[src/rtl/deil_pkg.sv]
/*
  Constants for the dual external interrupt latch: register offsets,
  field positions and reset values.
  Assumes an 8-bit register port and a 125 MHz ref_clk.
*/
// Operation
// Fresh falling edge after acknowledge relatches pin one
// Level mode holds pin one request while low
// Level mode clears after acknowledge and pin high
// Reset clears requests and trigger selects
// Edge mode: acknowledge clears pin one at once
// Pin one flag readable regardless of mask
// Pin one level offered to branch instructions
// Pin two latches; fetch, acknowledge, reset clear
// Pin two acknowledge spares later edges
// Unmasked pin two request reaches the CPU
// Level mode holds pin two while low
// Edge mode: acknowledge clears pin two at once
// Pin two flag independent of mask
// Pin two level hidden; flag mirrors it
// Unmasked request wakes from wait
// Unmasked request wakes from stop
// Break clear enable lets acknowledges clear
// Break without enable ignores acknowledges
// Acknowledge bits write-only, read zero
// Mask bits read/write, reset clear
// Trigger selects read/write, reset clear
// Flags read-only, one while pending
// Masked requests never reach priority logic
// Each pin has its own latch
// Pins synchronised; fall is high then low
// New edge beats a same-cycle acknowledge
package deil_pkg;

  // Register port geometry
  localparam int ADDR_W = 2;
  localparam int DATA_W = 8;

  // Register offsets
  localparam logic [1:0] EXT_INT_STATUS_CONTROL_OFS = 2'h0;
  localparam logic [1:0] BREAK_FLAG_CONTROL_OFS     = 2'h1;

  // Status and control field positions
  localparam int TRIGGER_SELECT_ONE_POS = 0;
  localparam int REQUEST_MASK_ONE_POS   = 1;
  localparam int REQUEST_CLEAR_ONE_POS  = 2;
  localparam int PENDING_FLAG_ONE_POS   = 3;
  localparam int TRIGGER_SELECT_TWO_POS = 4;
  localparam int REQUEST_MASK_TWO_POS   = 5;
  localparam int REQUEST_CLEAR_TWO_POS  = 6;
  localparam int PENDING_FLAG_TWO_POS   = 7;

  // Break flag control field position
  localparam int BREAK_CLEAR_ENABLE_POS = 7;

  // Reset values and unmapped read value
  localparam logic       CTRL_BIT_RST  = 1'b0;
  localparam logic       PIN_IDLE_RST  = 1'b1;
  localparam logic [7:0] RD_DATA_RST   = 8'h00;
  localparam logic [7:0] UNMAPPED_READ = 8'h00;

endpackage

[src/rtl/deil_pin_latch.sv]
/*
  One pin's request latch: two-stage synchroniser, falling edge
  detect and the request flip-flop with edge or edge-and-level sense.
  Assumes the pin is active low and asynchronous to ref_clk.
*/
`timescale 1ns/1ps

module deil_pin_latch (
  input  wire logic ref_clk,
  input  wire logic rst_n,
  input  wire logic ce,
  input  wire logic pin_n,
  input  wire logic level_mode,
  input  wire logic ack,
  output logic      pin_lvl_r,
  output logic      pin_prev_r,
  output logic      req_r
);

  logic meta_r;
  logic latch_r;
  logic fall;
  logic latch_nxt;
  logic req_nxt;

  // ************************************************
  // Synchroniser and edge history
  // ************************************************

  // Two flops before any logic, then one more for history
  always_ff @(posedge ref_clk or negedge rst_n) begin
    if (!rst_n) begin
      meta_r     <= deil_pkg::PIN_IDLE_RST;
      pin_lvl_r  <= deil_pkg::PIN_IDLE_RST;
      pin_prev_r <= deil_pkg::PIN_IDLE_RST;
    end else if (ce) begin
      meta_r     <= pin_n;
      pin_lvl_r  <= meta_r;
      pin_prev_r <= pin_lvl_r;
    end
  end

  // ************************************************
  // Request latch
  // ************************************************

  // Falling edge: sampled high then sampled low
  assign fall = pin_prev_r & ~pin_lvl_r;

  // Edge latch, set wins; low level adds to it in level mode
  always_comb begin
    latch_nxt = fall | (latch_r & ~ack);
    req_nxt   = latch_nxt | (level_mode & ~pin_lvl_r);
  end

  // Edge latch and request flops; ack and pin high in any order clear
  always_ff @(posedge ref_clk or negedge rst_n) begin
    if (!rst_n) begin
      latch_r <= deil_pkg::CTRL_BIT_RST;
      req_r   <= deil_pkg::CTRL_BIT_RST;
    end else if (ce) begin
      latch_r <= latch_nxt;
      req_r   <= req_nxt;
    end
  end

endmodule

[src/rtl/deil_ext_int.sv]
/*
  Dual external interrupt latch top: register port, masks, trigger
  selects, break protection of acknowledges, CPU request and wake
  outputs, and the two pin latches.
  Assumes a register master on ref_clk with one-cycle strobes, vector
  fetch pulses and break state from CPU logic on the same clock.
*/
`timescale 1ns/1ps

module deil_ext_int (
  input  wire logic       ref_clk,
  input  wire logic       rst_n,
  input  wire logic       ce,
  input  wire logic       ext_int_pin_one_n,
  input  wire logic       ext_int_pin_two_n,
  input  wire logic [1:0] bus_addr,
  input  wire logic [7:0] bus_wdata,
  input  wire logic       bus_wr,
  input  wire logic       bus_rd,
  input  wire logic       vector_fetch_one,
  input  wire logic       vector_fetch_two,
  input  wire logic       break_state,
  output logic      [7:0] bus_rdata_r,
  output logic            cpu_req_one_r,
  output logic            cpu_req_two_r,
  output logic            wake_req_r,
  output logic            pin_one_level_r
);

  // ************************************************
  // Declarations
  // ************************************************

  logic       trigger_select_one_r;
  logic       trigger_select_two_r;
  logic       request_mask_one_r;
  logic       request_mask_two_r;
  logic       break_clear_enable_r;
  logic       pending_flag_one;
  logic       pending_flag_two;
  logic       lvl_one;
  logic       lvl_two;
  logic       prev_one;
  logic       prev_two;
  logic       fall_one;
  logic       fall_two;
  logic       wr_status;
  logic       wr_break;
  logic       sw_ack_ok;
  logic       request_clear_one;
  logic       request_clear_two;
  logic       ack_one;
  logic       ack_two;
  logic       wake_nxt;
  logic [7:0] status_view;
  logic [7:0] rd_nxt;

  // ************************************************
  // Write decode and acknowledge paths
  // ************************************************

  // Address decode of the two registers
  assign wr_status = bus_wr && (bus_addr == deil_pkg::EXT_INT_STATUS_CONTROL_OFS);
  assign wr_break  = bus_wr && (bus_addr == deil_pkg::BREAK_FLAG_CONTROL_OFS);

  // Software acknowledge allowed outside break or with clear enable
  assign sw_ack_ok = !break_state || break_clear_enable_r;

  // Write-only acknowledge strobes, never stored
  assign request_clear_one = wr_status && bus_wdata[deil_pkg::REQUEST_CLEAR_ONE_POS];
  assign request_clear_two = wr_status && bus_wdata[deil_pkg::REQUEST_CLEAR_TWO_POS];

  // Vector fetch or permitted software clear acknowledges
  assign ack_one = vector_fetch_one || (request_clear_one && sw_ack_ok);
  assign ack_two = vector_fetch_two || (request_clear_two && sw_ack_ok);

  // ************************************************
  // Control bits
  // ************************************************

  // Trigger selects, cleared by reset
  always_ff @(posedge ref_clk or negedge rst_n) begin
    if (!rst_n) begin
      trigger_select_one_r <= deil_pkg::CTRL_BIT_RST;
      trigger_select_two_r <= deil_pkg::CTRL_BIT_RST;
    end else if (ce && wr_status) begin
      trigger_select_one_r <= bus_wdata[deil_pkg::TRIGGER_SELECT_ONE_POS];
      trigger_select_two_r <= bus_wdata[deil_pkg::TRIGGER_SELECT_TWO_POS];
    end
  end

  // Mask bits, cleared by reset
  always_ff @(posedge ref_clk or negedge rst_n) begin
    if (!rst_n) begin
      request_mask_one_r <= deil_pkg::CTRL_BIT_RST;
      request_mask_two_r <= deil_pkg::CTRL_BIT_RST;
    end else if (ce && wr_status) begin
      request_mask_one_r <= bus_wdata[deil_pkg::REQUEST_MASK_ONE_POS];
      request_mask_two_r <= bus_wdata[deil_pkg::REQUEST_MASK_TWO_POS];
    end
  end

  // Break clear enable, default zero
  always_ff @(posedge ref_clk or negedge rst_n) begin
    if (!rst_n) begin
      break_clear_enable_r <= deil_pkg::CTRL_BIT_RST;
    end else if (ce && wr_break) begin
      break_clear_enable_r <= bus_wdata[deil_pkg::BREAK_CLEAR_ENABLE_POS];
    end
  end

  // ************************************************
  // Pin latches
  // ************************************************

  // Pin one latch, independent of pin two
  deil_pin_latch u_latch_one (
    .ref_clk    (ref_clk),
    .rst_n      (rst_n),
    .ce         (ce),
    .pin_n      (ext_int_pin_one_n),
    .level_mode (trigger_select_one_r),
    .ack        (ack_one),
    .pin_lvl_r  (lvl_one),
    .pin_prev_r (prev_one),
    .req_r      (pending_flag_one)
  );

  // Pin two latch
  deil_pin_latch u_latch_two (
    .ref_clk    (ref_clk),
    .rst_n      (rst_n),
    .ce         (ce),
    .pin_n      (ext_int_pin_two_n),
    .level_mode (trigger_select_two_r),
    .ack        (ack_two),
    .pin_lvl_r  (lvl_two),
    .pin_prev_r (prev_two),
    .req_r      (pending_flag_two)
  );

  // Edge seen by the latches, for checking
  assign fall_one = prev_one & ~lvl_one;
  assign fall_two = prev_two & ~lvl_two;

  // ************************************************
  // CPU request, wake and pin level outputs
  // ************************************************

  // Either unmasked request wakes from wait or stop
  assign wake_nxt = (pending_flag_one && !request_mask_one_r)
                  || (pending_flag_two && !request_mask_two_r);

  // Only unmasked requests reach the priority logic
  always_ff @(posedge ref_clk or negedge rst_n) begin
    if (!rst_n) begin
      cpu_req_one_r <= deil_pkg::CTRL_BIT_RST;
      cpu_req_two_r <= deil_pkg::CTRL_BIT_RST;
      wake_req_r    <= deil_pkg::CTRL_BIT_RST;
    end else if (ce) begin
      cpu_req_one_r <= pending_flag_one && !request_mask_one_r;
      cpu_req_two_r <= pending_flag_two && !request_mask_two_r;
      wake_req_r    <= wake_nxt;
    end
  end

  // Synchronised pin one level for branch tests
  always_ff @(posedge ref_clk or negedge rst_n) begin
    if (!rst_n) begin
      pin_one_level_r <= deil_pkg::PIN_IDLE_RST;
    end else if (ce) begin
      pin_one_level_r <= lvl_one;
    end
  end

  // ************************************************
  // Read path
  // ************************************************

  // Status view; acknowledge bits read zero
  always_comb begin
    status_view = deil_pkg::RD_DATA_RST;
    status_view[deil_pkg::TRIGGER_SELECT_ONE_POS] = trigger_select_one_r;
    status_view[deil_pkg::REQUEST_MASK_ONE_POS]   = request_mask_one_r;
    status_view[deil_pkg::PENDING_FLAG_ONE_POS]   = pending_flag_one;
    status_view[deil_pkg::TRIGGER_SELECT_TWO_POS] = trigger_select_two_r;
    status_view[deil_pkg::REQUEST_MASK_TWO_POS]   = request_mask_two_r;
    status_view[deil_pkg::PENDING_FLAG_TWO_POS]   = pending_flag_two;
  end

  // Register select; unmapped reads return zero
  always_comb begin
    rd_nxt = deil_pkg::UNMAPPED_READ;
    case (bus_addr)
      deil_pkg::EXT_INT_STATUS_CONTROL_OFS: begin
        rd_nxt = status_view;
      end
      deil_pkg::BREAK_FLAG_CONTROL_OFS: begin
        rd_nxt[deil_pkg::BREAK_CLEAR_ENABLE_POS] = break_clear_enable_r;
      end
      default: begin
        rd_nxt = deil_pkg::UNMAPPED_READ;
      end
    endcase
  end

  // Read data valid in the cycle after the strobe only
  always_ff @(posedge ref_clk or negedge rst_n) begin
    if (!rst_n) begin
      bus_rdata_r <= deil_pkg::RD_DATA_RST;
    end else if (ce) begin
      if (bus_rd) begin
        bus_rdata_r <= rd_nxt;
      end else begin
        bus_rdata_r <= deil_pkg::RD_DATA_RST;
      end
    end
  end
endmodule

[config.mk]
export PLATFORM = sky130hd
export DESIGN_NAME = deil_ext_int
export DESIGN_NICKNAME = d
export VERILOG_FILES = /design/src/rtl/deil_pkg.sv /design/src/rtl/deil_pin_latch.sv /design/src/rtl/deil_ext_int.sv
export SDC_FILE = /design/constraint.sdc
export NUM_CORES = 1
export LEC_CHECK = 0
export BUFFER_PORTS_ARGS = -buffer_cell sky130_fd_sc_hd__buf_2
export CORE_ASPECT_RATIO = 1.5
export CORE_MARGIN = 10
export CORE_UTILIZATION = 40
export CTS_CLUSTER_DIAMETER = 60
export CTS_CLUSTER_SIZE = 14
export DETAILED_ROUTE_END_ITERATION = 8
export GPL_ROUTABILITY_DRIVEN = 0
export GPL_TIMING_DRIVEN = 0
export MAX_ROUTING_LAYER = met4
export PLACE_DENSITY = 0.62
export SLEW_MARGIN = 10
export SYNTH_ARGS = -nofsm -noshare
export SYNTH_HDL_FRONTEND = slang
export SYNTH_HIERARCHICAL = 1
export SYNTH_SLANG_ARGS = --single-unit
[constraint.sdc]
create_clock -name ref_clk -period 1.4 [get_ports ref_clk]
set_clock_uncertainty 0.1 [all_clocks]
set_input_delay 0.28 -clock ref_clk [delete_from_list [all_inputs] [get_ports ref_clk]]
set_output_delay 0.28 -clock ref_clk [all_outputs]
set_load 0.05 [all_outputs]
==> run metrics <==
initial antenna violation count=0; fin crit period=1360 ps; total power=1.78 mW; final worst-path cycle share=97.4%; CP Class=reg -> out; post-route cell area=1380 µm²; critical path data required time=1020 ps; CTS clock-pin slew for the worst setup and hold paths=80 ps; H-tree depth=1; drc violations=0; cells along the critical path=buf_4; NumNets Final=between 100 and 150; share of the yosys chip area belonging to registers=56.3%; first-pass GRT wire length=3.78 mm; Pwr Density=1290 nW/µm²; buffer and inverter count on the worst path=1; Vias/cell=4.84; Routed WL=2.25 mm; Worst Setup SP=pin_one_level_r; Setup Buffers After CTS=0; Netlist cell types=22; detailed-placement wirelength estimate=1.80 mm; max cap viols=0; max-slew violations=0; worst reg2reg path startpoint=break_clear_enable_r; I/O Buffers=28; P_leak=0.670 nW; f_max=733 MHz; worst reg2reg path endpoint=u_latch_two/req_r; Most flops, register=bus_rdata_r; DR WL/cell=14.6 µm; Util after Layout=51.4%; diode count=0; Die Wd=63.3 µm; share of layout cells above drive strength 1=52.1%; worst r2r path cells=4; Avg Inst Size Synth=13.6 µm²; final setup vio count=0; number of synthesized register bits=25; Via Count=around 750; DIE AREA=5390 µm²; critical path launch point type=flip-flop; Initial Util=42.1%; Worst path max stage delay=530 ps; CP delay by family, top=flip-flops; HP Class=in -> reg; TritonCTS Buffers=3; Crit. End Element=output pin; cell area after placement=roughly 1300 µm²; DRT Pass-1 Iters=4; critical path endpoint=pin_one_level_r; status=finished clean; Worst Path Arrival=980 ps; Worst-Skew Late Latency=260 ps; setup TNS=0 ps; R2R Setup Slk=120 ps; CTS Sinks=25; Root Driver=clkbuf_8; hold slack=146 ps; Mapped Area=1130 µm²; worst rel slew slack=63.4%; commonest non-fill, non-tap cell in the layout=buf_2; Least-Margin Pin Slew=549 ps; Area Growth Syn to Fin=22.0%; Core ar.=around 2700 µm²; Hold Fails Final Rpt=0; io pins=32; yosys warns=6; post-synth top area share=40.0%; largest cells by area after synthesis=dfrtp_1, dfstp_2, mux2_4, a22o_2, nand2b_1; commonest non-fill, non-tap cells in the layout=buf_2, dfrtp_1, mux2_4, nand2b_1, dfstp_2; WP depth=1; maximum clock path buffer count=2; drt first-iter violations=3; max reg flops=6; antenna-violating nets left=0; Slowest cell on crit path=dfstp_2; remaining global-route overflow=0; CTS tree=done; maximum vdd drop=819 µV; area leader, netlist=dfrtp_1; pin count of the biggest net entering global routing=26; vias in the first global route=834; FP Rows=23; RSZ-0062 raised after global routing=no; total global-route track usage=8.76%; cells after synthesis=83; CP Max Fanout=2; Die Span Y=around 85 µm
[cells by family (layout without fill, tap and decap cells)]
family,Yosys count,count (layout),synth area share [%]
simple gates,20,20,11.8
mux,10,10,12.7
buf+inv,8,41,5.33
other cells,1,2,0.333
compound gates,19,19,13.7
flops,25,25,56.3
[layout make-up]
| class | instances | area, µm² |
|---|---|---|
| Sequential cell | 25 | 634 |
| Tap cell | 37 | 46.3 |
| Timing Repair Buffer | 29 | 153 |
| Inverter | 3 | 11.3 |
| Clock buffer | 4 | 45.0 |
| Multi-Input combinational cell | 51 | 437 |
| Fill cell | 246 | 1300 |
| Buffer | 5 | 48.8 |
[power breakdown]
group          switching, mW  internal, mW
Combinational          0.250         0.186
Sequential            0.0764         0.856
Clock                  0.206         0.203
Total                  0.533          1.25
[worst min-delay path by stage]
stage                  from                   end  slack [ps]  cells after the start
2_1_floorplan         rst_n  break_clear_enable_r        -120                      0
3_3_place_gp          rst_n  trigger_select_one_r         190                      1
3_5_place_dp          rst_n  trigger_select_one_r         200                      1
4_1_cts        bus_wdata[1]    request_mask_one_r         140                      2
5_1_grt        bus_wdata[1]    request_mask_one_r         140                      2
6_report       bus_wdata[1]    request_mask_one_r         150                      2
[per-layer routing]
metal | vias to the layer above | GRT usage (%) | part of all wire, %
li1 | 363 | - | -
met1 | 356 | 9.85 | 46
met2 | 24 | 14.3 | 49
met3 | 2 | 1.97 | 4.8
met4 | 0 | 4.19 | 0.71
met5 | - | - | 0
[repair_timing]
item / CTS / global route
endpoints found under the setup margin: 1 / 0
gates resized for setup: 1 / 0
endpoints found under the hold margin: 18 / 0
hold buffers: 1 / 0
[Yosys cell counts]
cell type  count
a22o_2         5
nand4b_1       1
conb_1         1
mux2_2         2
buf_6          3
nor2_1         4
a31oi_1        3
dfstp_2        7
a32o_1         2
a221o_1        1
dfrtp_1       18
buf_4          2
nand2_1        4
mux2_4         8
a41o_1         2
o21ai_0        4
and4b_2        1
and4bb_4       2
inv_1          3
nand2b_1       7
nor2b_1        1
o21bai_1       2
[stage by stage]
stage               cells  setup slack [ps]
finish                154              35.8
global route          154              5.42
detailed placement    149             -37.3
global placement      149             -19.1
CTS                   154              23.7
floorplan              84               189
No activity file was read; power rests on OpenSTA's default activity.
